### src/bgc_pkg.sv
// package with register map, field layout and operation codes of the blit parameter bank
package bgc_pkg;

    // ---------------------------------------------------------------
    // register indices (printed offsets, byte address is four times)
    // ---------------------------------------------------------------
    localparam logic [9:0] IDX_DEST_0        = 10'h108;
    localparam logic [9:0] IDX_DEST_1        = 10'h109;
    localparam logic [9:0] IDX_DEST_2        = 10'h10a;
    localparam logic [9:0] IDX_LINE_OFS_LOW  = 10'h10c;
    localparam logic [9:0] IDX_LINE_OFS_HIGH = 10'h10d;
    localparam logic [9:0] IDX_WIDTH_LOW     = 10'h110;
    localparam logic [9:0] IDX_WIDTH_HIGH    = 10'h111;
    localparam logic [9:0] IDX_HEIGHT_LOW    = 10'h112;
    localparam logic [9:0] IDX_HEIGHT_HIGH   = 10'h113;
    localparam logic [9:0] IDX_BACK_LOW      = 10'h114;
    localparam logic [9:0] IDX_BACK_HIGH     = 10'h115;
    localparam logic [9:0] IDX_FORE_LOW      = 10'h118;
    localparam logic [9:0] IDX_FORE_HIGH     = 10'h119;
    localparam logic [9:0] IDX_CONTROL       = 10'h11c;
    localparam logic [9:0] IDX_STATUS        = 10'h11d;

    // ---------------------------------------------------------------
    // field widths and implemented-bit masks of the high bytes
    // ---------------------------------------------------------------
    localparam int         DEST_W        = 21;
    localparam int         LINE_OFS_W    = 11;
    localparam int         SIZE_W        = 10;
    localparam int         COLOUR_W      = 16;
    localparam logic [7:0] MASK_DEST_2   = 8'h1f;
    localparam logic [7:0] MASK_OFS_HIGH = 8'h07;
    localparam logic [7:0] MASK_SIZE_HI  = 8'h03;
    localparam logic [7:0] RESET_BYTE    = 8'h00;

    // control register bit positions (depth select, operation code, rectangle mode, start)
    localparam int CTL_DEPTH_BIT = 0;
    localparam int CTL_OP_LSB    = 1;
    localparam int CTL_RECT_BIT  = 5;
    localparam int CTL_START_BIT = 7;

    // ---------------------------------------------------------------
    // operation codes that decide how the colours are used
    // ---------------------------------------------------------------
    localparam logic [3:0] OP_COLOUR_EXPAND = 4'h8;
    localparam logic [3:0] OP_MOVE_EXPAND   = 4'ha;
    localparam logic [3:0] OP_SOLID_FILL    = 4'hc;

    // parameters held for one transfer
    typedef struct packed {
        logic [20:0] dest;
        logic [10:0] line_ofs;
        logic [9:0]  width;
        logic [9:0]  height;
        logic [15:0] back_colour;
        logic [15:0] fore_colour;
        logic        depth16;
        logic        rect;
        logic [3:0]  op;
    } bgc_params_t;

    typedef enum logic [1:0] {
        ST_IDLE = 2'b01,
        ST_BUSY = 2'b10
    } bgc_state_t;

endpackage

### src/bgc_regs.sv
// blit geometry and colour parameter register bank with APB slave
//
// Register access over APB was left to the implementer.
`timescale 1ns/1ps
`default_nettype none

// Notes on behaviour
// hold a 21-bit destination start address for the transfer
// hold an 11-bit word offset between starts of consecutive rectangle lines
// line offset only steps blit addresses in rectangular mode, never refresh
// line offset is low byte bits 7-0 plus high byte bits 2-0
// width field is pixels minus one; pixels per line is value plus one
// width low eight bits from first register, bits 9-8 from second bits 1-0
// software programs width of at least two before pattern fills
// height field is lines minus one; bits 9-8 in second register low bits
// height built from full low byte and two bits of high byte
// background colour is expansion background and transparency key colour
// foreground colour is expansion foreground and solid-fill colour
// 16 bpp uses all colour bits; 8 bpp uses only bits 7-0
// op codes: expansion 1000, move with expansion 1010, solid fill 1100
// registers read back last write; unimplemented upper bits read zero
// parameters captured at start and held stable during the transfer
module bgc_regs
    import bgc_pkg::*;
#(
    parameter int ADDR_W = 12
) (
    input  wire logic        CLK,
    input  wire logic        RESET_N,
    input  wire logic        PSEL,
    input  wire logic        PENABLE,
    input  wire logic        PWRITE,
    input  wire logic [11:0] PADDR,
    input  wire logic [31:0] PWDATA,
    output logic [31:0]      PRDATA,
    output logic             PREADY,
    output logic             PSLVERR,
    input  wire logic        STEP_PIXEL,
    input  wire logic        DONE,
    output logic             BUSY,
    output logic [20:0]      PIXEL_ADDR,
    output logic [15:0]      FORE_COLOUR,
    output logic [15:0]      BACK_COLOUR,
    output logic [3:0]       OP_CODE,
    output logic             EXPAND_OP,
    output logic             SOLID_OP,
    output logic             LINE_END,
    output logic             LAST_PIXEL
);

    initial begin
        if (ADDR_W != 12) $error("bgc_regs serves a 12-bit APB address only");
    end

    // ---------------------------------------------------------------
    // register storage
    // ---------------------------------------------------------------
    logic [7:0]  dest_0, dest_1, dest_2;
    logic [7:0]  ofs_low, ofs_high;
    logic [7:0]  width_low, width_high;
    logic [7:0]  height_low, height_high;
    logic [7:0]  back_low, back_high;
    logic [7:0]  fore_low, fore_high;
    logic [7:0]  control;
    bgc_params_t held;
    bgc_state_t  state;
    logic [9:0]  col;
    logic [9:0]  row;
    logic [20:0] line_start;
    logic [20:0] cur_addr;

    // ---------------------------------------------------------------
    // bus decode
    // ---------------------------------------------------------------
    wire        access   = PSEL & PENABLE;
    wire [9:0]  index    = PADDR[11:2];
    wire        aligned  = (PADDR[1:0] == 2'b00);
    wire        wr_en    = access & PWRITE & aligned;
    wire [7:0]  wbyte    = PWDATA[7:0];

    function automatic logic hit(input logic [9:0] idx, input logic [9:0] want);
        hit = (idx == want);
    endfunction

    wire mapped = aligned & (hit(index, IDX_DEST_0) | hit(index, IDX_DEST_1) | hit(index, IDX_DEST_2)
                  | hit(index, IDX_LINE_OFS_LOW) | hit(index, IDX_LINE_OFS_HIGH)
                  | hit(index, IDX_WIDTH_LOW) | hit(index, IDX_WIDTH_HIGH)
                  | hit(index, IDX_HEIGHT_LOW) | hit(index, IDX_HEIGHT_HIGH)
                  | hit(index, IDX_BACK_LOW) | hit(index, IDX_BACK_HIGH)
                  | hit(index, IDX_FORE_LOW) | hit(index, IDX_FORE_HIGH)
                  | hit(index, IDX_CONTROL) | hit(index, IDX_STATUS));

    // zero-wait slave; unmapped or misaligned addresses answer with an error
    assign PREADY  = 1'b1;
    assign PSLVERR = access & ~mapped;

    // ---------------------------------------------------------------
    // register writes; only implemented bits are stored
    // ---------------------------------------------------------------
    always_ff @(posedge CLK or negedge RESET_N) begin
        if (!RESET_N) begin
            dest_0      <= RESET_BYTE;
            dest_1      <= RESET_BYTE;
            dest_2      <= RESET_BYTE;
            ofs_low     <= RESET_BYTE;
            ofs_high    <= RESET_BYTE;
            width_low   <= RESET_BYTE;
            width_high  <= RESET_BYTE;
            height_low  <= RESET_BYTE;
            height_high <= RESET_BYTE;
            back_low    <= RESET_BYTE;
            back_high   <= RESET_BYTE;
            fore_low    <= RESET_BYTE;
            fore_high   <= RESET_BYTE;
            control     <= RESET_BYTE;
        end else if (wr_en) begin
            if (hit(index, IDX_DEST_0))        dest_0      <= wbyte;
            if (hit(index, IDX_DEST_1))        dest_1      <= wbyte;
            if (hit(index, IDX_DEST_2))        dest_2      <= wbyte & MASK_DEST_2;
            if (hit(index, IDX_LINE_OFS_LOW))  ofs_low     <= wbyte;
            if (hit(index, IDX_LINE_OFS_HIGH)) ofs_high    <= wbyte & MASK_OFS_HIGH;
            if (hit(index, IDX_WIDTH_LOW))     width_low   <= wbyte;
            if (hit(index, IDX_WIDTH_HIGH))    width_high  <= wbyte & MASK_SIZE_HI;
            if (hit(index, IDX_HEIGHT_LOW))    height_low  <= wbyte;
            if (hit(index, IDX_HEIGHT_HIGH))   height_high <= wbyte & MASK_SIZE_HI;
            if (hit(index, IDX_BACK_LOW))      back_low    <= wbyte;
            if (hit(index, IDX_BACK_HIGH))     back_high   <= wbyte;
            if (hit(index, IDX_FORE_LOW))      fore_low    <= wbyte;
            if (hit(index, IDX_FORE_HIGH))     fore_high   <= wbyte;
            if (hit(index, IDX_CONTROL))       control     <= {1'b0, wbyte[6:0]};      // start self-clears
        end
    end

    // ---------------------------------------------------------------
    // read mux; bytes sit in bits 7-0, the rest read zero
    // ---------------------------------------------------------------
    wire [7:0] status_byte = {7'h00, (state == ST_BUSY)};
    logic [7:0] rbyte;
    always_comb begin
        rbyte = 8'h00;
        case (index)
            IDX_DEST_0:        rbyte = dest_0;
            IDX_DEST_1:        rbyte = dest_1;
            IDX_DEST_2:        rbyte = dest_2;
            IDX_LINE_OFS_LOW:  rbyte = ofs_low;
            IDX_LINE_OFS_HIGH: rbyte = ofs_high;
            IDX_WIDTH_LOW:     rbyte = width_low;
            IDX_WIDTH_HIGH:    rbyte = width_high;
            IDX_HEIGHT_LOW:    rbyte = height_low;
            IDX_HEIGHT_HIGH:   rbyte = height_high;
            IDX_BACK_LOW:      rbyte = back_low;
            IDX_BACK_HIGH:     rbyte = back_high;
            IDX_FORE_LOW:      rbyte = fore_low;
            IDX_FORE_HIGH:     rbyte = fore_high;
            IDX_CONTROL:       rbyte = control;
            IDX_STATUS:        rbyte = status_byte;
            default:           rbyte = 8'h00;
        endcase
    end

    assign PRDATA = (access & ~PWRITE & mapped) ? {24'h000000, rbyte} : 32'h00000000;

    // ---------------------------------------------------------------
    // assembled fields as currently programmed
    // ---------------------------------------------------------------
    wire start_req = wr_en & hit(index, IDX_CONTROL) & wbyte[CTL_START_BIT];
    bgc_params_t live;
    assign live.dest        = {dest_2[4:0], dest_1, dest_0};
    assign live.line_ofs    = {ofs_high[2:0], ofs_low};
    assign live.width       = {width_high[1:0], width_low};
    assign live.height      = {height_high[1:0], height_low};
    assign live.back_colour = {back_high, back_low};
    assign live.fore_colour = {fore_high, fore_low};
    assign live.depth16     = wbyte[CTL_DEPTH_BIT];
    assign live.rect        = wbyte[CTL_RECT_BIT];
    assign live.op          = wbyte[CTL_OP_LSB +: 4];

    // ---------------------------------------------------------------
    // transfer sequencer: captures parameters, walks the rectangle
    // ---------------------------------------------------------------
    wire last_col  = (col == held.width);
    wire last_row  = (row == held.height);
    wire step      = (state == ST_BUSY) & STEP_PIXEL;
    // rectangular mode strides by the line offset; otherwise lines pack end to end
    wire [20:0] next_line = held.rect ? line_start + {10'h000, held.line_ofs}
                                      : cur_addr + 21'h000001;
    bgc_state_t next_state;
    always_comb begin
        case (state)
            ST_IDLE: next_state = start_req ? ST_BUSY : ST_IDLE;
            ST_BUSY: next_state = (DONE | (step & last_col & last_row)) ? ST_IDLE : ST_BUSY;
            default: next_state = ST_IDLE;
        endcase
    end

    always_ff @(posedge CLK or negedge RESET_N) begin
        if (!RESET_N) begin
            state      <= ST_IDLE;
            held       <= '0;
            col        <= 10'h000;
            row        <= 10'h000;
            line_start <= 21'h000000;
            cur_addr   <= 21'h000000;
        end else begin
            state <= next_state;
            if (state == ST_IDLE && start_req) begin
                // a snapshot lets software reprogram for the next job meanwhile
                held       <= live;
                col        <= 10'h000;
                row        <= 10'h000;
                line_start <= live.dest;
                cur_addr   <= live.dest;
            end else if (step) begin
                if (last_col) begin
                    col        <= 10'h000;
                    row        <= row + 10'h001;
                    line_start <= next_line;
                    cur_addr   <= next_line;
                end else begin
                    col      <= col + 10'h001;
                    cur_addr <= cur_addr + 21'h000001;
                end
            end
        end
    end

    // ---------------------------------------------------------------
    // colour and operation outputs, 8 bpp masks the upper byte
    // ---------------------------------------------------------------
    wire [15:0] depth_mask = held.depth16 ? 16'hffff : 16'h00ff;
    assign FORE_COLOUR = held.fore_colour & depth_mask;
    assign BACK_COLOUR = held.back_colour & depth_mask;
    assign OP_CODE     = held.op;
    assign EXPAND_OP   = (held.op == OP_COLOUR_EXPAND) | (held.op == OP_MOVE_EXPAND);
    assign SOLID_OP    = (held.op == OP_SOLID_FILL);
    assign BUSY        = (state == ST_BUSY);
    assign PIXEL_ADDR  = cur_addr;
    assign LINE_END    = BUSY & last_col;
    assign LAST_PIXEL  = BUSY & last_col & last_row;

endmodule
`default_nettype wire

### config.mk
export PLATFORM = sky130hd
export DESIGN_NAME = bgc_regs
export DESIGN_NICKNAME = d
export VERILOG_FILES = /design/src/bgc_pkg.sv /design/src/bgc_regs.sv
export SDC_FILE = /design/constraint.sdc
export NUM_CORES = 1
export LEC_CHECK = 0
export BUFFER_PORTS_ARGS = -buffer_cell sky130_fd_sc_hd__buf_2
export CAP_MARGIN = 20
export CORE_AREA = 2 2 161 178
export DETAILED_ROUTE_END_ITERATION = 12
export DIE_AREA = 0 0 163 180
export PLACE_DENSITY = 0.66
export SYNTH_ARGS = -nofsm -noshare
export SYNTH_HDL_FRONTEND = slang
export SYNTH_SLANG_ARGS = --single-unit
### constraint.sdc
create_clock -name CLK -period 2.55 [get_ports CLK]
set_clock_uncertainty 0.1 [all_clocks]
set_input_delay 0.51 -clock CLK [delete_from_list [all_inputs] [get_ports CLK]]
set_output_delay 0.51 -clock CLK [all_outputs]
set_load 0.01 [all_outputs]
## Word-level counts from Yosys, hierarchy flattened

Index checks and enable logic that the tools add are counted.

- Bitwise logic cells: 34
- Muxes and demuxes: 19
- Reduce and logical (&&, ||, !) cells: 19
- $add $sub $neg: 4
- Eq/ne operators: 22

Operator list:

| operator | count |
|---|---|
| $eq 10x9->1 const B | 15 |
| $mux 21 | 7 |
| $pmux 8 s15 | 1 |
| $mux 10 | 6 |
| $and 16x16->16 | 2 |
| $reduce_and 2->1 | 15 |
| $add 21x1->21 const B | 1 |
| $add 21x11->21 | 1 |
| $add 10x1->10 const B | 2 |
| $eq 10x10->1 | 2 |
| $mux 16 | 1 |
| $or 1x1->1 | 16 |
| $and 1x1->1 | 14 |
| $eq 4x4->1 const B | 3 |
| $mux 8 | 1 |
| $mux 2 | 2 |
| $pmux 2 s2 | 1 |
| $reduce_bool 2->1 | 2 |
| $eq 2x1->1 const B | 1 |
| $eq 2x2->1 const B | 1 |
| $logic_not 2->1 | 1 |
| $not 1->1 | 2 |
| $logic_and 1x1->1 | 1 |

- Word-level logic and storage cells: 125
- Output and inout port bits: 96
- Register bits: 224

## Depth between registers and ports, before layout

Gate-level depths: netlist of the first run.

- Depth after elaboration: 18
- Depth in mapped cells: 10
- Gate-level depth less buffers: 10

## Least setup slack after synthesis of the first run

No wires, ideal clock.

- Kind: input port to output port
- Start: input port PADDR[7]
- End: output port PRDATA[0]
- Stages on the path: 7
- Buffers on the path: 1
- Setup slack: -225 ps
- Arrival: 2165 ps
- Cell sequence: nor4_1 -> nand2_1 -> nor3_1 -> o21ai_0 -> or3_1 -> clkbuf_1 -> a31oi_1

- Word-level cells in the longest chain between the ends: 18
- Elaborated cells on any way between the ends: 33

Ends and longest elaborated chain:

| item | RTL line | source |
|---|---|---|
| start, declared | bgc_regs.sv:33 | `input wire logic [11:0] PADDR,` |
| $eq 10x9->1 | bgc_regs.sv:82, bgc_regs.sv:141 |  |
| $or 1x1->1 (2 in a row) | bgc_regs.sv:85 | `wire mapped = aligned & (hit(index, IDX_DEST_0) \| hit(index, IDX_DEST_1) \| hit(index, IDX_DEST_2)` |
| $or 1x1->1 (2 in a row) | bgc_regs.sv:86 | `\| hit(index, IDX_LINE_OFS_LOW) \| hit(index, IDX_LINE_OFS_HIGH)` |
| $or 1x1->1 (2 in a row) | bgc_regs.sv:87 | `\| hit(index, IDX_WIDTH_LOW) \| hit(index, IDX_WIDTH_HIGH)` |
| $or 1x1->1 (2 in a row) | bgc_regs.sv:88 | `\| hit(index, IDX_HEIGHT_LOW) \| hit(index, IDX_HEIGHT_HIGH)` |
| $or 1x1->1 (2 in a row) | bgc_regs.sv:89 | `\| hit(index, IDX_BACK_LOW) \| hit(index, IDX_BACK_HIGH)` |
| $or 1x1->1 (2 in a row) | bgc_regs.sv:90 | `\| hit(index, IDX_FORE_LOW) \| hit(index, IDX_FORE_HIGH)` |
| $or 1x1->1 (2 in a row) | bgc_regs.sv:91 | `\| hit(index, IDX_CONTROL) \| hit(index, IDX_STATUS));` |
| $and 1x1->1 | bgc_regs.sv:85 |  |
| $and 1x1->1 | bgc_regs.sv:161 | `assign PRDATA = (access & ~PWRITE & mapped) ? {24'h000000, rbyte} : 32'h00000000;` |
| $mux 8 * | bgc_regs.sv:161 |  |
| end, declared | bgc_regs.sv:35 | `output logic [31:0] PRDATA,` |

Mark *: on every way between the ends. The rest lies on a longest branch, timed or not.

## Worst setup path after layout of the first run

- Start: register state[0]
- End: output port PRDATA[0]

- Word-level cells in the longest chain between the ends: 3

Ends and longest elaborated chain:

| item | RTL line | source |
|---|---|---|
| start, declared | bgc_regs.sv:66 | `bgc_state_t state;` |
| start signal, assigned | bgc_regs.sv:205 | `state <= next_state;` |
| $eq 2x2->1 | bgc_regs.sv:137 | `wire [7:0] status_byte = {7'h00, (state == ST_BUSY)};` |
| $pmux 8 s15 | bgc_regs.sv:141 | `case (index)` |
| $mux 8 | bgc_regs.sv:161 |  |

No other way between the ends.

==> results of run 1 <==
cells in the mapped netlist, types with 11 or more instances:
| library cell | instances | area (um^2) |
|---|---|---|
| ha_1 | 16 | 200 |
| and2_1 | 23 | 144 |
| nand2_1 | 294 | 1100 |
| buf_4 | 45 | 338 |
| a31oi_1 | 19 | 119 |
| nor2_1 | 94 | 353 |
| inv_1 | 13 | 48.8 |
| dfrtp_1 | 223 | 5580 |
| and3_1 | 11 | 68.8 |
| clkbuf_1 | 57 | 214 |
| nand4_1 | 20 | 125 |
| nor3_1 | 15 | 75.1 |
| o21ai_0 | 50 | 250 |
| xor2_1 | 23 | 201 |
| mux2_2 | 93 | 1050 |
| a21oi_1 | 57 | 285 |
| xnor2_1 | 39 | 342 |
| nand3_1 | 20 | 100 |
| a22oi_1 | 17 | 128 |
how the worst max path moves through the flow:
stage                                   from   endpoint  slack (ns)  cells after the start
final                     state[0]$_DFF_PN1_  PRDATA[0]       -0.34                      9
after global routing      state[0]$_DFF_PN1_  PRDATA[0]       -0.42                      9
after CTS                 state[0]$_DFF_PN1_  PRDATA[0]       -0.36                      9
after detailed placement            PADDR[7]  PRDATA[6]       -0.47                      9
after global placement              PADDR[7]  PRDATA[4]       -0.45                      9
after floorplan                     PADDR[7]  PRDATA[3]       -0.02                      7
metrics by stage:
step	instances	setup TNS [ns]	hold slack (ns)	util
floorplan	1330	-0.111	0.114	-
global placement	1841	-12.49	0.354	0.508
detailed placement	1841	-16.21	0.355	0.508
CTS	1891	-2.19	0.179	0.548
global route	1901	-2.58	0.200	0.564
finish	1901	-1.67	0.209	0.564
critical path, stage by stage (launching register included):
cell and delay, ns:
dfstp_2 0.54, inv_2 0.05, ha_4 0.18, a22oi_2 0.15, nor2_1 0.07, a21oi_2 0.13
o21ai_2 0.08, a221oi_2 0.24, a31oi_4 0.14, buf_6 0.15
cell type report:
class,count,share of cell area
clock inverters,8,0.00434
inverters,13,0.00313
flip-flops and latches,224,0.360
multi-input cells,986,0.428
repair buffers,274,0.130
clock buffers,33,0.0453
well taps,363,0.0292
kinds of logic (layout without fill, tap and decap cells):
group | after synthesis | in the layout | synth area share
fa+ha+maj | 17 | 17 | 0.0180
buf+inv | 120 | 328 | 0.0519
mux | 103 | 103 | 0.0939
compound gates | 234 | 234 | 0.126
flops | 224 | 224 | 0.459
simple gates | 545 | 545 | 0.206
xor+xnor | 62 | 62 | 0.0444
other cells | 2 | 25 | 0.000614
per-layer routing:
| metal | routed length (um) | global-route usage |
|---|---|---|
| met1 | 16400 | 0.359 |
| met2 | 17900 | 0.413 |
| met3 | 2470 | 0.0341 |
| met4 | 1420 | 0.108 |
| met5 | 0 | 0 |
power groups by stage:
stage	Combinational (W)	Clock [W]	Sequential, W
floorplan	0.0000972	0	0.00363
finish	0.000290	0.00350	0.00356
global placement	0.000263	0	0.00363
CTS	0.000278	0.00355	0.00356
global route	0.000314	0.00368	0.00356
detailed placement	0.000267	0	0.00363
registers in the layout, summed over array words and instances (netlist names), 8 cells and up:
signal	flops
line_start	21
back_high	8
width_low	8
dest_0	8
dest_1	8
ofs_low	8
height_low	8
fore_low	8
PIXEL_ADDR	21
back_low	8
fore_high	8
col	10
held	65
row	10
timing repair:
action | in CTS | in global routing
cloned | 0 | 0
hold endpoints to repair | 59 | 0
buffers inserted | 8 | 11
setup endpoints to repair | 22 | 34
pin swaps | 10 | 26
hold buffers | 1 | 0
gates resized for setup | 55 | 82
==> results.py, run 1 <==
metrics = {
    "synthesis": {
        "yosysWarnings": 0,
        "syn-cell-area_mm2": 0.0122,
        "syn_inst": 1307,
        "synth-seq-cells": 224,
        "ys.flop_type": "dfrtp_1",
        "async_reset_ff_frac": 1.00,
        "seq_area_frac_synth": 0.459,
        "ys_types": 73,
        "syn_area_per_cell_um2": 9.35,
        "synth-edff-count": 0,
    },
    "min_path": {
        "worstHoldStart": "DONE",
        "hold_end": "state[0]$_DFF_PN1_",
        "holdCritPathClass": "in -> reg",
        "worstHoldPathCells": 3,
    },
    "floorplan": {
        "num_rows": 64,
        "ios": 147,
        "die_w_um": 163,
        "dieArea_mm2": 0.0293,
        "initial_utilization": 0.442,
        "fp.dieH_um": 180,
        "core_mm2": 0.0276,
    },
    "worst_setup_path": {
        "timing.critical_path.required_ns": 1.94,
        "r2r_cells": 11,
        "cp.arrival_ns": 2.28,
        "r2r_slack_ns": 0,
        "end_kind": "output pin",
        "path_max_fanout": 2,
        "start_kind": "register",
        "reg2reg_from": "held[58]$_DFFE_PN0P_",
        "crit_type": "reg -> out",
        "r2r_end": "line_start[16]$_DFFE_PN0P_",
    },
    "power": {
        "intPower_w": 0.00567,
        "vdd_drop_max_mv": 0.492,
        "switching_share": 0.229,
        "p_switching_w": 0.00168,
        "clkPwrFrac": 0.476,
        "p_leak_nw": 7.54,
        "p_total_w": 0.00735,
        "powerDensity_mw_per_mm2": 472,
        "pwr-share-seq": 0.485,
        "combPwrFrac": 0.039,
    },
    "cells_and_area": {
        "regArea_mm2": 0.00561,
        "num_antenna_cells": 0,
        "multiInputGateArea_mm2": 0.00666,
        "drive_gt1_frac": 0.334,
        "final_area_mm2": 0.0156,
        "final_common_cell": "nand2_1",
        "nFillCells": 2472,
        "final_cell_mix": "nand2_1 (285), dfrtp_1 (218), buf_4 (161), mux2_2 (93), nor2_1 (87)",
        "areaGrowthSynthToFinish_pct": 27.4,
        "nets": 1592,
    },
    "clock_tree": {
        "clock-root-buffer": "clkbuf_16",
        "clkTransAtPathRegs_ns": 0.06,
        "h-tree-depth": 1,
        "cts_buffer_depth": 3,
        "clock_latency_ns": 0.53,
        "clock_sinks": 224,
        "tritoncts": "built",
        "numCtsBuffers": 25,
    },
    "route": {
        "ant_nets": 0,
        "viasPerCell": 5.64,
        "drt_iter0_drc": 975,
        "drt-total-wl_um": 38100,
        "drcViolationCount": 0,
        "wl_per_cell_um": 20.1,
        "vias": 10700,
        "first_pass_iters": 6,
    },
    "sta": {
        "drv_slew": 0,
        "max_freq_mhz": 347,
        "post-route-min-period_ns": 2.89,
        "fin_ws_ns": -0.336,
        "grt_setup_unrepaired": "true",
        "worst_pin_slew_ns": 0.693,
        "min_period_over_period": 1.13,
        "hold_violations": 0,
        "relSlewSlack": 0.537,
        "setup_viol": 9,
    },
    "global_routing": {
        "overflow": 0,
        "grt_pass1_vias": 10900,
        "grt_pass1_wl_um": 60300,
        "antenna_found_initial": 0,
        "grt_use_total": 0.260,
        "grt_start_max_net_pins": 66,
    },
    "placement": {
        "dpl.hpwl_um": 27100,
        "port_buffers": 97,
        "place_ws_ns": -0.475,
        "routabilityCongestion": 0.937,
        "place_area_mm2": 0.0140,
    },
    "run_status": {
        "status": "finished with violations",
        "violations": "negative setup slack",
    },
    "flow_run": {
        "cap_violations": 0,
    },
}
(Power assumes the default switching activity.)
==> run 2: changes to the inputs <==
==> config.mk (replaced) <==
export PLATFORM = sky130hd
export DESIGN_NAME = bgc_regs
export DESIGN_NICKNAME = d
export VERILOG_FILES = /design/src/bgc_pkg.sv /design/src/bgc_regs.sv
export SDC_FILE = /design/constraint.sdc
export NUM_CORES = 1
export LEC_CHECK = 0
export CAP_MARGIN = 0
export CORE_AREA = 2 2 161 178
export DETAILED_ROUTE_END_ITERATION = 12
export DIE_AREA = 0 0 163 180
export DONT_BUFFER_PORTS = 1
export SYNTH_ARGS = -nofsm -noshare
export SYNTH_HDL_FRONTEND = slang
export SYNTH_SLANG_ARGS = --single-unit
==> run 2 against run 1 <==
- utilization shrank 2.2 points
- the run ends with negative hold slack, negative setup slack left
- largest power group is now clock
- global-route usage shrank 0.88 points
- wire length shrank 3.1%
- flip-flop and latch count is the same
- highest routed layer unchanged
- critical path type unchanged
- fmax grew 3.7%
- register-to-register slack gained 0.04 ns
- first-iteration DRC count shrank 24%
==> results.py, run 2 (synthesis results as in run 1) <==
metrics = {
    "global_routing": {
        "grt_pass1_wl_um": 58300,
        "grt_pass1_vias": 10300,
        "grt_use_total": 0.251,
        "antenna_found_initial": 0,
        "overflow": 0,
        "grt_start_max_net_pins": 225,
    },
    "route": {
        "first_pass_iters": 5,
        "drt_iter0_drc": 739,
        "drcViolationCount": 0,
        "wl_met3_um": 2480,
        "highest_layer": "met4",
        "drt-total-wl_um": 37000,
        "wl_met2_um": 17400,
        "viasPerCell": 5.66,
        "wl_per_cell_um": 20.4,
        "wl_met1_um": 16000,
        "vias": 10200,
        "ant_nets": 0,
    },
    "sta": {
        "post-route-min-period_ns": 2.78,
        "drv_slew": 0,
        "setup_viol": 7,
        "fin_ws_ns": -0.232,
        "relSlewSlack": 0.514,
        "worst_pin_slew_ns": 0.723,
        "max_freq_mhz": 359,
        "min_period_over_period": 1.09,
        "hold_violations": 223,
        "fin_hold_ws_ns": -0.398,
        "grt_setup_unrepaired": "true",
    },
    "power": {
        "vdd_drop_max_mv": 0.386,
        "p_leak_nw": 7.10,
        "clkPwrFrac": 0.513,
        "switching_share": 0.209,
        "intPower_w": 0.00594,
        "combPwrFrac": 0.013,
        "pwr-share-seq": 0.474,
        "p_switching_w": 0.00157,
        "powerDensity_mw_per_mm2": 502,
        "p_total_w": 0.00751,
    },
    "cells_and_area": {
        "drive_gt1_frac": 0.275,
        "areaGrowthSynthToFinish_pct": 22.5,
        "nets": 1496,
        "nFillCells": 2497,
        "fin_cells": 1808,
        "largest_reg_flops": 65,
        "final_cell_mix": "nand2_1 (289), dfrtp_1 (222), buf_4 (163), mux2_2 (92), nor2_1 (88)",
        "final_common_cell": "nand2_1",
        "num_antenna_cells": 0,
        "post-route-util": 0.542,
        "regMostFlops": "held",
    },
    "floorplan": {
        "core_mm2": 0.0276,
        "initial_utilization": 0.442,
        "fp.dieH_um": 180,
        "ios": 147,
        "dieArea_mm2": 0.0293,
        "num_rows": 64,
        "die_w_um": 163,
    },
    "clock_tree": {
        "numCtsBuffers": 25,
        "cts_buffer_depth": 3,
        "tritoncts": "built",
        "clock_latency_ns": 0.53,
        "hold_buffers": 2,
        "h-tree-depth": 1,
        "clkTransAtPathRegs_ns": 0.07,
        "clock_sinks": 224,
        "clock-root-buffer": "clkbuf_16",
    },
    "worst_setup_path": {
        "path_buf_inv": 1,
        "crit_family": "compound AO/OA/AOI/OAI gates",
        "timing.critical_path.required_ns": 1.94,
        "cp.depth": 8,
        "cp.arrival_ns": 2.17,
        "start_kind": "register",
        "cp_cell_sequence": "inv_2 -> ha_4 -> a22oi_2 -> nor2_1 -> a21oi_2 -> o21ai_2 -> a221oi_2 -> a31oi_4",
        "crit_type": "reg -> out",
        "r2r_cells": 10,
        "critPathMaxStageDelay_ns": 0.55,
        "cp_slowest_cell": "dfstp_2",
        "end_kind": "output pin",
        "path_max_fanout": 2,
    },
    "run_status": {
        "violations": "negative hold slack, negative setup slack",
        "status": "finished with violations",
    },
    "min_path": {
        "holdCritPathClass": "in -> async",
    },
    "placement": {
        "routabilityCongestion": 0.907,
        "dp.cells": 1737,
        "port_buffers": 0,
        "dpl.hpwl_um": 25800,
    },
    "flow_run": {
        "cap_violations": 0,
    },
}
[run 2: cell types whose count changed in the layout (fill, tap and decap cells not counted), moves of 3 or more]
| cell | change |
|---|---|
| nor2b_2 | -3 |
| ha_1 | +4 |
| ha_4 | -4 |
| nand2_1 | +4 |
| clkinv_2 | -3 |
| bufinv_16 | +3 |
| nor2b_1 | +3 |
| dfrtp_1 | +4 |
| nand2_2 | -6 |
| buf_6 | -12 |
| dfrtp_2 | -4 |
| buf_2 | -83 |
[run 2: repair_timing]
action | CTS | global route
endpoints found under the hold margin | 226 | 224
gates resized for setup | 50 | 51
pin swaps | 14 | 24
setup endpoints to repair | 18 | 26
cloned | 0 | 1
buffers inserted | 13 | 11
[run 2: worst paths after layout]
kind                                       from                         end  slack (ns)
hold / removal                          RESET_N   line_start[6]$_DFFE_PN0P_       -0.40
setup reg to reg           held[66]$_DFFE_PN0P_  PIXEL_ADDR[17]$_DFFE_PN0P_        0.04
max in group asynchronous               RESET_N     fore_low[6]$_DFFE_PN0P_        2.24
min in group CLK                      PWDATA[2]      OP_CODE[1]$_DFFE_PN0P_        0.01
hold reg to reg            held[21]$_DFFE_PN0P_        held[21]$_DFFE_PN0P_        0.37
setup / recovery             state[0]$_DFF_PN1_                   PRDATA[0]       -0.23
[run 2: stage by stage]
step | TNS, ns | setup WS, ns | instance area [um^2]
final | -0.441 | -0.232 | 15000
after global routing | -1.10 | -0.300 | 15000
after CTS | -1.26 | -0.235 | 14700
after detailed placement | -2.75 | -0.325 | 13500
after global placement | -2.67 | -0.299 | 13500
after floorplan | -0.111 | -0.0235 | 12400
[run 2: worst reg2reg max path, cell delays in order (launching register included)]
cell      delay, ns
dfrtp_1        0.41
ha_1           0.40
a21oi_1        0.28
nor2_1         0.08
o21ai_0        0.21
o21ai_1        0.10
buf_4          0.17
buf_4          0.14
a211oi_1       0.26
nand2b_1       0.16
o21ai_0        0.09
[run 2: layout make-up]
cell class / count / area, um^2 / share of cell area
Tap cell: 363 / 454 / 0.0303
Inverter: 13 / 48.8 / 0.00326
Clock buffer: 35 / 713 / 0.0476
Clock inverter: 9 / 151 / 0.0101
Timing Repair Buffer: 178 / 1440 / 0.0963
Sequential cell: 224 / 5610 / 0.374
Multi-Input combinational cell: 986 / 6560 / 0.438
[run 2: per-layer routing]
layer,vias to the layer above,track usage
met2,359,0.408
met4,0,0.0708
met3,75,0.0482
met1,5024,0.342
met5,-,0
li1,4768,-
[run 2: power by group through the flow]
stage | Sequential, W | Clock [W] | Combinational (W)
2_1_floorplan | 0.00363 | 0 | 0.0000972
3_5_place_dp | 0.00363 | 0 | 0.0000777
5_1_grt | 0.00356 | 0.00405 | 0.000104
6_report | 0.00356 | 0.00385 | 0.0000963
4_1_cts | 0.00356 | 0.00389 | 0.0000863
3_3_place_gp | 0.00363 | 0 | 0.0000775
==> run 3: changes to the inputs <==
--- a/config.mk
+++ b/config.mk
@@ -10,6 +10,7 @@
 export DETAILED_ROUTE_END_ITERATION = 12
 export DIE_AREA = 0 0 163 180
 export DONT_BUFFER_PORTS = 1
+export HOLD_SLACK_MARGIN = 0.12
 export SYNTH_ARGS = -nofsm -noshare
 export SYNTH_HDL_FRONTEND = slang
 export SYNTH_SLANG_ARGS = --single-unit
==> run 3 against run 2 <==
- the run still ends with negative hold slack, negative setup slack left
- cell area grew 0.47%
- worst hold slack worse by 0.0014 ns
- fmax up 0.29%
- via count is 0.77% higher
- largest power group unchanged
==> results.py, run 3 (synthesis results as in run 1) <==
metrics = {
    "run_status": {
        "status": "finished with violations",
        "violations": "negative hold slack, negative setup slack",
    },
    "floorplan": {
        "ios": 147,
        "initial_utilization": 0.442,
        "core_mm2": 0.0276,
        "num_rows": 64,
        "die_w_um": 163,
        "fp.dieH_um": 180,
        "dieArea_mm2": 0.0293,
    },
    "route": {
        "viasPerCell": 5.68,
        "vias": 10300,
        "drt_iter0_drc": 707,
        "drcViolationCount": 0,
        "wl_per_cell_um": 20.4,
        "ant_nets": 0,
        "drt-total-wl_um": 37000,
        "first_pass_iters": 5,
    },
    "power": {
        "powerDensity_mw_per_mm2": 501,
        "vdd_drop_max_mv": 0.389,
        "pwr-share-seq": 0.472,
        "p_total_w": 0.00755,
        "p_switching_w": 0.00159,
        "combPwrFrac": 0.018,
        "intPower_w": 0.00595,
        "p_leak_nw": 7.13,
        "clkPwrFrac": 0.510,
        "switching_share": 0.211,
    },
    "sta": {
        "worst_pin_slew_ns": 0.763,
        "grt_setup_unrepaired": "true",
        "post-route-min-period_ns": 2.77,
        "fin_hold_ws_ns": -0.399,
        "setup_viol": 7,
        "max_freq_mhz": 361,
        "relSlewSlack": 0.489,
        "hold_violations": 224,
        "fin_ws_ns": -0.224,
        "drv_slew": 0,
        "min_period_over_period": 1.09,
    },
    "cells_and_area": {
        "num_antenna_cells": 0,
        "regMostFlops": "held",
        "fin_cells": 1815,
        "largest_reg_flops": 65,
        "final_common_cell": "nand2_1",
        "drive_gt1_frac": 0.274,
        "areaGrowthSynthToFinish_pct": 23.1,
        "final_cell_mix": "nand2_1 (289), dfrtp_1 (222), buf_4 (163), mux2_2 (92), nor2_1 (88)",
        "nFillCells": 2491,
        "nets": 1503,
    },
    "global_routing": {
        "grt_pass1_vias": 10300,
        "grt_use_total": 0.252,
        "grt_pass1_wl_um": 58500,
        "overflow": 0,
        "grt_start_max_net_pins": 225,
        "antenna_found_initial": 1,
    },
    "placement": {
        "port_buffers": 0,
        "dp.cells": 1737,
        "routabilityCongestion": 0.907,
        "dpl.hpwl_um": 25800,
        "place_ws_ns": -0.325,
    },
    "worst_setup_path": {
        "cp.arrival_ns": 2.16,
        "start_kind": "register",
        "r2r_slack_ns": 0.05,
        "crit_path_end": "PRDATA[0]",
        "end_kind": "output pin",
        "r2r_end": "PIXEL_ADDR[14]$_DFFE_PN0P_",
        "reg2reg_from": "held[58]$_DFFE_PN0P_",
        "crit_type": "reg -> out",
        "crit_start": "state[0]$_DFF_PN1_",
        "r2r_cells": 10,
        "timing.critical_path.required_ns": 1.94,
        "path_max_fanout": 2,
    },
    "clock_tree": {
        "clock-root-buffer": "clkbuf_16",
        "numCtsBuffers": 25,
        "clock_sinks": 224,
        "tritoncts": "built",
        "h-tree-depth": 1,
        "cts_buffer_depth": 3,
        "hold_buffers": 9,
        "clkTransAtPathRegs_ns": 0.07,
        "clock_latency_ns": 0.53,
    },
    "flow_run": {
        "cap_violations": 0,
    },
    "min_path": {
        "holdCritPathClass": "in -> async",
    },
}
## run 3: through the flow
stage | util | instance area, um^2 | TNS [ns]
3_5_place_dp | 0.487 | 13500 | -2.75
5_1_grt | 0.545 | 15000 | -1.10
6_report | 0.545 | 15000 | -0.459
4_1_cts | 0.533 | 14700 | -1.26
2_1_floorplan | - | 12400 | -0.111
3_3_place_gp | 0.487 | 13500 | -2.67
## run 3: per-layer routing
| layer | global-route usage | part of all wire |
|---|---|---|
| met1 | 0.342 | 0.43 |
| met2 | 0.412 | 0.48 |
| met3 | 0.0487 | 0.066 |
| met4 | 0.0687 | 0.027 |
| met5 | 0 | 0.00035 |
## run 3: power groups by stage
| stage | clock network, W | logic, W | registers, W |
|---|---|---|---|
| floorplan | 0 | 0.0000972 | 0.00363 |
| CTS | 0.00389 | 0.000128 | 0.00356 |
| finish | 0.00385 | 0.000138 | 0.00356 |
| detailed placement | 0 | 0.0000777 | 0.00363 |
| global placement | 0 | 0.0000775 | 0.00363 |
| global route | 0.00405 | 0.000147 | 0.00356 |
## run 3: worst min-delay path by stage
stage / from / end / slack, ns
after floorplan: RESET_N / OP_CODE[0]$_DFFE_PN0P_ / 0.11
after global placement: RESET_N / line_start[6]$_DFFE_PN0P_ / 0.13
after CTS: RESET_N / line_start[5]$_DFFE_PN0P_ / -0.43
after global routing: RESET_N / line_start[6]$_DFFE_PN0P_ / -0.42
final: RESET_N / line_start[6]$_DFFE_PN0P_ / -0.40
after detailed placement: RESET_N / line_start[7]$_DFFE_PN0P_ / 0.13
## run 3: critical path, stage by stage (launching register included)
cell and delay [ns]:
dfstp_2 0.55, inv_2 0.05, ha_4 0.17, a22oi_2 0.14, nor2_1 0.08, a21oi_2 0.14
o21ai_2 0.09, a221oi_2 0.26, a31oi_4 0.16
## run 3: cell type report
class | instances | area [um^2] | area share
inverters | 13 | 48.8 | 0.00324
flip-flops and latches | 224 | 5610 | 0.373
multi-input cells | 986 | 6560 | 0.436
clock buffers | 35 | 713 | 0.0474
repair buffers | 185 | 1510 | 0.101
well taps | 363 | 454 | 0.0302
clock inverters | 9 | 151 | 0.0101
## run 3: what timing repair did
action                                  in CTS  in global routing
pin swaps                                   14                 24
gates cloned                                 0                  1
resized for setup                           50                 51
setup buffers                               13                 11
hold endpoints to repair                   322                224
endpoints found under the setup margin      18                 26
